[src/nscr_pkg.sv]
// constants for the network setup configuration registers
package nscr_pkg;
  // register port offsets
  localparam logic [2:0] CFG_OFFSET   = 3'h6;
  localparam logic [2:0] SETUP_OFFSET = 3'h7;

  // sub-address codes in config bits 1:0
  localparam logic [1:0] SEL_SETUP1 = 2'h2;
  localparam logic [1:0] SEL_SETUP2 = 2'h3;
  localparam int         SEL_LSB    = 0;

  // first setup register layout
  localparam int         S1_HALF_ARB_BIT = 0;
  localparam int         S1_PRESC_LSB    = 1;
  localparam int         S1_PROMISC_BIT = 4;
  localparam logic [7:0] S1_MASK        = 8'hdf;
  localparam logic [7:0] S1_RESET       = 8'h06;

  // second setup register layout
  localparam int         S2_RCFG_LSB  = 0;
  localparam int         S2_IDLE_OFF_BIT = 2;
  localparam int         S2_ENH_BIT      = 3;
  localparam int         S2_FASTRD_BIT = 7;
  localparam logic [7:0] S2_MASK      = 8'h8f;
  localparam logic [7:0] S2_RESET     = 8'h00;
  localparam logic [7:0] CFG_RESET    = 8'h00;

  // data rate: crystal / (8 * 2^prescaler)
  localparam int CLK_MHZ       = 100;
  localparam int CRYSTAL_MHZ   = 20;
  localparam int XTAL_DIV_BASE = 8;
  localparam int RATE_BASE_CYC = CLK_MHZ * XTAL_DIV_BASE / CRYSTAL_MHZ;
  localparam int RATE_CNT_W    = 13;

  // reconfiguration timeouts at the reference rate, in ms
  localparam longint REF_RATE_BPS  = 312500;
  localparam longint RCFG_TMO_MS_0 = 6720;
  localparam longint RCFG_TMO_MS_1 = 1680;
  localparam longint RCFG_TMO_MS_2 = 840;
  localparam longint RCFG_TMO_MS_3 = 420;
  localparam int     RCFG_W        = 22;
  localparam logic [RCFG_W-1:0] RCFG_TICKS_0 = RCFG_W'(RCFG_TMO_MS_0 * REF_RATE_BPS / 1000);
  localparam logic [RCFG_W-1:0] RCFG_TICKS_1 = RCFG_W'(RCFG_TMO_MS_1 * REF_RATE_BPS / 1000);
  localparam logic [RCFG_W-1:0] RCFG_TICKS_2 = RCFG_W'(RCFG_TMO_MS_2 * REF_RATE_BPS / 1000);
  localparam logic [RCFG_W-1:0] RCFG_TICKS_3 = RCFG_W'(RCFG_TMO_MS_3 * REF_RATE_BPS / 1000);
endpackage

[src/nscr_timer_if.sv]
// link between the setup registers and the reconfiguration timer
`timescale 1ns/1ps
interface nscr_timer_if;
  import nscr_pkg::*;
  logic              tick;
  logic              restart;
  logic [RCFG_W-1:0] limit;
  logic              expired;
  modport ctrl  (output tick, output restart, output limit, input expired);
  modport timer (input tick, input restart, input limit, output expired);
endinterface

[src/nscr_reconfig_timer.sv]
// reconfiguration timer counting network bit times
`timescale 1ns/1ps
module nscr_reconfig_timer
  import nscr_pkg::*;
(
  input  wire logic  clock,
  input  wire logic  rst_n,
  nscr_timer_if.timer tmr
);
  logic [RCFG_W-1:0] count_ff;
  logic [RCFG_W-1:0] nxt_count;
  logic              expired_ff;
  logic              nxt_expired;

  // counted in bit ticks so the period follows the data rate
  always_comb begin
    nxt_count   = count_ff;
    nxt_expired = 1'b0;
    if (tmr.restart) begin
      nxt_count = '0;
    end else if (tmr.tick) begin
      if (count_ff >= tmr.limit - RCFG_W'(1)) begin
        nxt_count   = '0;
        nxt_expired = 1'b1;
      end else begin
        nxt_count = count_ff + RCFG_W'(1);
      end
    end
  end

  always_ff @(posedge clock or negedge rst_n) begin
    if (!rst_n) begin
      count_ff   <= '0;
      expired_ff <= 1'b0;
    end else begin
      count_ff   <= nxt_count;
      expired_ff <= nxt_expired;
    end
  end

  assign tmr.expired = expired_ff;
endmodule

[src/nscr_config_regs.sv]
// setup configuration registers of the token network controller
`timescale 1ns/1ps
module nscr_config_regs
  import nscr_pkg::*;
#(
  parameter logic [RCFG_W-1:0] RCFG_TICKS_CODE0 = RCFG_TICKS_0,
  parameter logic [RCFG_W-1:0] RCFG_TICKS_CODE1 = RCFG_TICKS_1,
  parameter logic [RCFG_W-1:0] RCFG_TICKS_CODE2 = RCFG_TICKS_2,
  parameter logic [RCFG_W-1:0] RCFG_TICKS_CODE3 = RCFG_TICKS_3
)
(
  input  wire logic       clock,
  input  wire logic       rst_n,
  input  wire logic [2:0] reg_addr,
  input  wire logic [7:0] reg_wdata,
  input  wire logic       reg_wr,
  input  wire logic       reg_rd,
  output logic      [7:0] reg_rdata_ff,
  input  wire logic [7:0] node_id,
  input  wire logic       pkt_valid,
  input  wire logic [7:0] pkt_dest_id,
  input  wire logic       fast_read_strap_pin,
  input  wire logic       bus_muxed,
  input  wire logic       ram_init_req,
  input  wire logic       line_idle,
  input  wire logic       reconfig_restart,
  output logic            pkt_accept_ff,
  output logic            pkt_ack_ff,
  output logic            rate_tick_ff,
  output logic            arb_enable_ff,
  output logic            fast_read_cycle_ff,
  output logic            enhanced_behaviour_ff,
  output logic            ram_init_write_ff,
  output logic            reconfig_timeout_ff
);
  logic [7:0]            cfg_ff;
  logic [7:0]            setup1_ff;
  logic [7:0]            setup2_ff;
  logic [7:0]            nxt_cfg;
  logic [7:0]            nxt_setup1;
  logic [7:0]            nxt_setup2;
  logic [7:0]            nxt_rdata;
  logic [RATE_CNT_W-1:0] rate_cnt_ff;
  logic [RATE_CNT_W-1:0] nxt_rate_cnt;
  logic                  nxt_rate_tick;
  logic                  arb_phase_ff;
  logic                  nxt_arb_phase;
  logic                  nxt_arb_enable;
  logic                  nxt_accept;
  logic                  nxt_ack;
  logic                  nxt_fast_read;
  logic                  nxt_init_write;
  logic [1:0]            setup_register_select;
  logic                  promiscuous_receive;
  logic [2:0]            rate_prescaler;
  logic                  half_speed_arbitration;
  logic                  fast_cpu_read_enable;
  logic                  line_idle_wait_disable;
  logic [1:0]            reconfig_timeout_select;

  nscr_timer_if tmr_if ();

  function automatic logic [RATE_CNT_W-1:0] rate_period(input logic [2:0] presc);
    rate_period = RATE_CNT_W'(RATE_BASE_CYC) << presc;
  endfunction

  function automatic logic [RCFG_W-1:0] rcfg_limit(input logic [1:0] code);
    unique case (code)
      2'h0: rcfg_limit = RCFG_TICKS_CODE0;
      2'h1: rcfg_limit = RCFG_TICKS_CODE1;
      2'h2: rcfg_limit = RCFG_TICKS_CODE2;
      2'h3: rcfg_limit = RCFG_TICKS_CODE3;
    endcase
  endfunction

  assign setup_register_select   = cfg_ff[SEL_LSB +: 2];
  assign promiscuous_receive     = setup1_ff[S1_PROMISC_BIT];
  assign rate_prescaler          = setup1_ff[S1_PRESC_LSB +: 3];
  assign half_speed_arbitration  = setup1_ff[S1_HALF_ARB_BIT];
  assign fast_cpu_read_enable    = setup2_ff[S2_FASTRD_BIT];
  assign line_idle_wait_disable  = setup2_ff[S2_IDLE_OFF_BIT];
  assign reconfig_timeout_select = setup2_ff[S2_RCFG_LSB +: 2];

  // register port: writes and registered read data
  always_comb begin
    nxt_cfg    = cfg_ff;
    nxt_setup1 = setup1_ff;
    nxt_setup2 = setup2_ff;
    nxt_rdata  = reg_rdata_ff;
    if (reg_wr && reg_addr == CFG_OFFSET) begin
      nxt_cfg = reg_wdata;
    end
    if (reg_wr && reg_addr == SETUP_OFFSET) begin
      if (setup_register_select == SEL_SETUP1) begin
        nxt_setup1 = reg_wdata & S1_MASK;
      end else if (setup_register_select == SEL_SETUP2) begin
        nxt_setup2 = reg_wdata & S2_MASK;
      end
    end
    if (reg_rd) begin
      nxt_rdata = 8'h00;
      if (reg_addr == CFG_OFFSET) begin
        nxt_rdata = cfg_ff;
      end else if (reg_addr == SETUP_OFFSET) begin
        if (setup_register_select == SEL_SETUP1) begin
          nxt_rdata = setup1_ff;
        end else if (setup_register_select == SEL_SETUP2) begin
          nxt_rdata = setup2_ff;
        end
      end
    end
  end

  always_ff @(posedge clock or negedge rst_n) begin
    if (!rst_n) begin
      cfg_ff       <= CFG_RESET;
      setup1_ff    <= S1_RESET;
      setup2_ff    <= S2_RESET;
      reg_rdata_ff <= 8'h00;
    end else begin
      cfg_ff       <= nxt_cfg;
      setup1_ff    <= nxt_setup1;
      setup2_ff    <= nxt_setup2;
      reg_rdata_ff <= nxt_rdata;
    end
  end

  // bit-rate and arbitration clocks, packet filter, host read speed, ram init
  always_comb begin
    nxt_rate_cnt  = rate_cnt_ff + RATE_CNT_W'(1);
    nxt_rate_tick = 1'b0;
    if (rate_cnt_ff >= rate_period(rate_prescaler) - RATE_CNT_W'(1)) begin
      nxt_rate_cnt  = '0;
      nxt_rate_tick = 1'b1;
    end
    nxt_arb_phase  = half_speed_arbitration ? !arb_phase_ff : 1'b0;
    nxt_arb_enable = !half_speed_arbitration || arb_phase_ff;
    nxt_accept = pkt_valid && (promiscuous_receive || pkt_dest_id == node_id
                               || pkt_dest_id == 8'h00);
    nxt_ack    = pkt_valid && pkt_dest_id == node_id;
    nxt_fast_read = reg_rd && fast_read_strap_pin && fast_cpu_read_enable
                    && !bus_muxed;
    nxt_init_write = ram_init_req && (line_idle || line_idle_wait_disable);
  end

  always_ff @(posedge clock or negedge rst_n) begin
    if (!rst_n) begin
      rate_cnt_ff        <= '0;
      rate_tick_ff       <= 1'b0;
      arb_phase_ff       <= 1'b0;
      arb_enable_ff      <= 1'b0;
      pkt_accept_ff      <= 1'b0;
      pkt_ack_ff         <= 1'b0;
      fast_read_cycle_ff <= 1'b0;
      ram_init_write_ff  <= 1'b0;
    end else begin
      rate_cnt_ff        <= nxt_rate_cnt;
      rate_tick_ff       <= nxt_rate_tick;
      arb_phase_ff       <= nxt_arb_phase;
      arb_enable_ff      <= nxt_arb_enable;
      pkt_accept_ff      <= nxt_accept;
      pkt_ack_ff         <= nxt_ack;
      fast_read_cycle_ff <= nxt_fast_read;
      ram_init_write_ff  <= nxt_init_write;
    end
  end

  // legacy timing while low, enhanced while high
  assign enhanced_behaviour_ff = setup2_ff[S2_ENH_BIT];

  assign tmr_if.tick    = rate_tick_ff;
  assign tmr_if.restart = reconfig_restart;
  assign tmr_if.limit   = rcfg_limit(reconfig_timeout_select);
  assign reconfig_timeout_ff = tmr_if.expired;

  nscr_reconfig_timer u_timer (
    .clock (clock),
    .rst_n (rst_n),
    .tmr   (tmr_if.timer)
  );

  // helper: cycles between bit ticks, ignoring the period after reset or any change of setup1_ff
  logic [RATE_CNT_W-1:0] gap_ff;
  logic [RATE_CNT_W-1:0] nxt_gap;
  logic                  presc_dirty_ff;
  logic                  nxt_presc_dirty;

  always_comb begin
    nxt_gap         = rate_tick_ff ? RATE_CNT_W'(1) : gap_ff + RATE_CNT_W'(1);
    nxt_presc_dirty = (nxt_setup1 != setup1_ff) || (presc_dirty_ff && !rate_tick_ff);
  end

  always_ff @(posedge clock or negedge rst_n) begin
    if (!rst_n) begin
      gap_ff         <= '0;
      presc_dirty_ff <= 1'b1;
    end else begin
      gap_ff         <= nxt_gap;
      presc_dirty_ff <= nxt_presc_dirty;
    end
  end
endmodule

[config.mk]
export PLATFORM = sky130hd
export DESIGN_NAME = nscr_config_regs
export DESIGN_NICKNAME = d
export VERILOG_FILES = /design/src/nscr_pkg.sv /design/src/nscr_timer_if.sv /design/src/nscr_reconfig_timer.sv /design/src/nscr_config_regs.sv
export SDC_FILE = /design/constraint.sdc
export NUM_CORES = 1
export LEC_CHECK = 0
export BUFFER_PORTS_ARGS = -buffer_cell sky130_fd_sc_hd__buf_2
export CAP_MARGIN = 20
export CELL_PAD_IN_SITES_DETAIL_PLACEMENT = 0
export CELL_PAD_IN_SITES_GLOBAL_PLACEMENT = 1
export CORE_UTILIZATION = 50
export CTS_CLUSTER_DIAMETER = 200
export DETAILED_ROUTE_END_ITERATION = 10
export GPL_ROUTABILITY_DRIVEN = 0
export PLACE_DENSITY_LB_ADDON = 0.15
export SYNTH_ARGS = -nofsm -noshare
export SYNTH_HDL_FRONTEND = slang
export SYNTH_HIERARCHICAL = 1
export SYNTH_SLANG_ARGS = --single-unit
[constraint.sdc]
create_clock -name clock -period 12.5 [get_ports clock]
set_input_delay 1.875 -clock clock [delete_from_list [all_inputs] [get_ports clock]]
set_output_delay 1.875 -clock clock [all_outputs]
set_load 0.02 [all_outputs]
==> impl_metrics.py <==
metrics = {
    "setup_path": {
        "worstPathCellList": "inv_1 -> ha_1 -> or2_2 -> or4_1 -> or3_1 -> or4_4 -> or4_4 -> nor4_4 -> xnor2_1 -> ha_1 -> nand4_1 -> nor4_1 -> a2111oi_4 -> buf_4 -> nand2_1 -> o311ai_0",
        "crit_path_end_kind": "flop",
        "crit_slowest_cell": "or4_1",
        "critical_path_class": "reg -> reg",
        "crit_fanout": 26,
        "required_ps": 12720,
        "r2r-start": "setup2_ff[0]$_DFFE_PN0P_",
        "cp_data_arrival_time_ps": 5680,
        "startpoint_type": "flop",
        "crit_start": "setup2_ff[0]$_DFFE_PN0P_",
        "critPathTopFamily": "simple AND/OR/NAND/NOR gates",
        "path_buf_inv": 2,
        "critPathMaxStageDelay_ps": 480,
    },
    "grt": {
        "grt_first_pass_wirelength_um": 17500,
        "overflow": 0,
        "antenna_found_initial": 0,
        "grt.total_usage_pct": 22.4,
        "grt_pass1_vias": 3756,
        "grt_max_degree": 72,
    },
    "floorplan": {
        "die_area_um2": 9710,
        "die_width_um": 98.5,
        "rows": 34,
        "initial_core_util_pct": 52.4,
        "coreArea_um2": 8890,
        "die_y_um": 98.5,
        "ios": 53,
    },
    "synthesis": {
        "yosys.area_share.adder_pct": 11.0,
        "synth-xor-area-share_pct": 7.52,
        "synth_mux_area_share_pct": 5.05,
        "synth_area_um2": 4660,
        "synth.area.top_cells": "dfrtp_1 (37%), ha_1 (11%), mux2_2 (4.8%), xnor2_1 (4.3%), nand2_1 (3.9%)",
        "yosys_warnings": 6,
        "synth_compound_area_share_pct": 11.0,
        "synth-seq-cells": 71,
        "ys_types": 56,
        "yosys.area.top_type": "dfrtp_1",
        "yosysTopAreaCellShare_pct": 37.1,
        "synth_top_family_by_area": "simple AND/OR/NAND/NOR gates",
        "synth-main-ff-cell": "dfrtp_1",
        "synthSimpleGateAreaFrac_pct": 24.5,
        "syn_inst": 480,
        "ys_seq_area_share_pct": 38.2,
        "synth_edf_count": 0,
        "avgSynthCellArea_um2": 9.71,
        "ys_async_sr_fraction_pct": 100,
    },
    "timing": {
        "timing.setup.tns_ps": 0,
        "finalCriticalPeriod_ps": 5450,
        "period_share_pct": 43.6,
        "finalHoldViolCount": 0,
        "maxSlewHeadroom_pct": 38.9,
        "skew_ps": 11.8,
        "max_freq_ghz": 0.183,
        "worstMarginPinSlew_ps": 917,
        "hold_ws_ps": 467,
        "drv_slew": 0,
        "setup_violations": 0,
        "rsz0062_at_grt": "false",
        "fin_ws_ps": 7050,
    },
    "place": {
        "io_buffers": 52,
        "pre_cts_ws_ps": 7010,
        "place_hpwl_um": 7480,
    },
    "cells_and_area": {
        "syn2layout_area_growth_pct": 14.0,
        "drive_gt1_share_pct": 22.7,
        "final_cell_mix": "dfrtp_1 (69), buf_2 (51), nand2_1 (49)",
        "final_net_count": 632,
        "insertedDiodeCount": 0,
        "final_common_cell": "dfrtp_1",
    },
    "status": {
        "status": "finished clean",
    },
    "power_and_ir_drop": {
        "power_density_nw_per_um2": 141,
        "power_uw": 747,
        "p_leak_uw": 0.00236,
        "peakVddDrop_uv": 96.1,
    },
    "routing": {
        "wire_per_inst_um": 15.3,
        "route.detailed.drc": 0,
        "num_vias": 3821,
        "drtAntennaViolNets": 0,
        "dr.first_iter.drc_count": 176,
        "drt-total-wl_um": 10200,
        "via_per_inst": 5.73,
        "firstDrtPassIters": 4,
    },
    "cts": {
        "cts.reportedPaths.clkPinSlew_ps": 80,
        "cts_max_level": 3,
        "cts_buffer_depth": 2,
        "clockRootBuffer": "clkbuf_8",
        "cts_hold_buf": 0,
        "cts_resized": 0,
        "post_cts_buffers": 0,
        "clk_latency_ps": 350,
        "cts_buffers": 9,
        "numClockSinks": 71,
        "cts_tree": "done",
    },
    "min_path": {
        "hold_start": "arb_phase_ff$_DFF_PN0_",
        "min_path_type": "reg -> reg",
    },
    "flow_run": {
        "maxCapViolCount": 0,
    },
}
## worst paths after layout
path,endpoint,slack [ps],depth (start not counted)
max,u_timer/count_ff[9]$_DFFE_PN0P_,7050,16
min,arb_enable_ff$_DFF_PN0_,470,1
max reg2reg,u_timer/count_ff[9]$_DFFE_PN0P_,7050,16
min reg2reg,arb_enable_ff$_DFF_PN0_,470,1
max in group asynchronous,setup2_ff[1]$_DFFE_PN0P_,10240,1
min in group asynchronous,u_timer/count_ff[15]$_DFFE_PN0P_,1640,1
## per-stage QoR
step	std cells	cell area [um^2]	utilization [%]
after floorplan	504	4750	-
after global placement	651	5110	57.4
after detailed placement	651	5110	57.4
after CTS	667	5310	59.8
after global routing	667	5310	59.8
final	667	5310	59.8
## area by class of cell
class	instances	area, um^2
Timing Repair Buffer	55	285
Sequential cell	71	1780
Inverter	13	48.8
Clock inverter	6	68.8
Fill cell	802	3580
Tap cell	108	135
Multi-Input combinational cell	404	2860
Clock buffer	10	138
## cell families after synthesis
group           count (synthesis)
compound gates                 71
xor+xnor                       40
fa+ha+maj                      41
buf+inv                        29
flops                          71
mux                            21
other cells                     1
simple gates                  206
## cell usage after synthesis (13+ instances only)
cell / n
dfrtp_1: 69
nand2_1: 49
ha_1: 41
nor2_1: 31
nand3_1: 26
nand4_1: 25
xnor2_1: 23
mux2_2: 20
a21oi_1: 18
xor2_1: 17
clkbuf_1: 13
inv_1: 13
nor3_1: 13
## metal layers
metal / vias up / GRT usage [%] / wire, um
li1: 1900 / - / -
met1: 1834 / 28.1 / 4590
met2: 70 / 38.3 / 5110
met3: 17 / 4.82 / 326
met4: 0 / 8.15 / 206
met5: - / 0 / 0
## state kept, by name, indices dropped and copies added (netlist names)
name	flops
pkt_accept_ff	1
setup2_ff	5
rate_tick_ff	1
arb_phase_ff	1
ram_init_write_ff	1
rate_cnt_ff	13
setup1_ff	7
u_timer/count_ff	22
reg_rdata_ff	8
arb_enable_ff	1
pkt_ack_ff	1
fast_read_cycle_ff	1
u_timer/tmr.expired	1
cfg_ff	8
## where the power goes
part           switching [uW]  internal, uW
clock network            92.6          98.7
logic                     135           109
registers                43.3           268
total                     271           475
## worst reg2reg max path, stage by stage (launching register included)
cell and delay (ps):
dfrtp_1 470, inv_1 110, ha_1 360, or2_2 350, or4_1 480, or3_1 390, or4_4 440, or4_4 450
nor4_4 160, xnor2_1 110, ha_1 310, nand4_1 170, nor4_1 110, a2111oi_4 350, buf_4 340, nand2_1 320
o311ai_0 410
(Power assumes the default switching activity.)
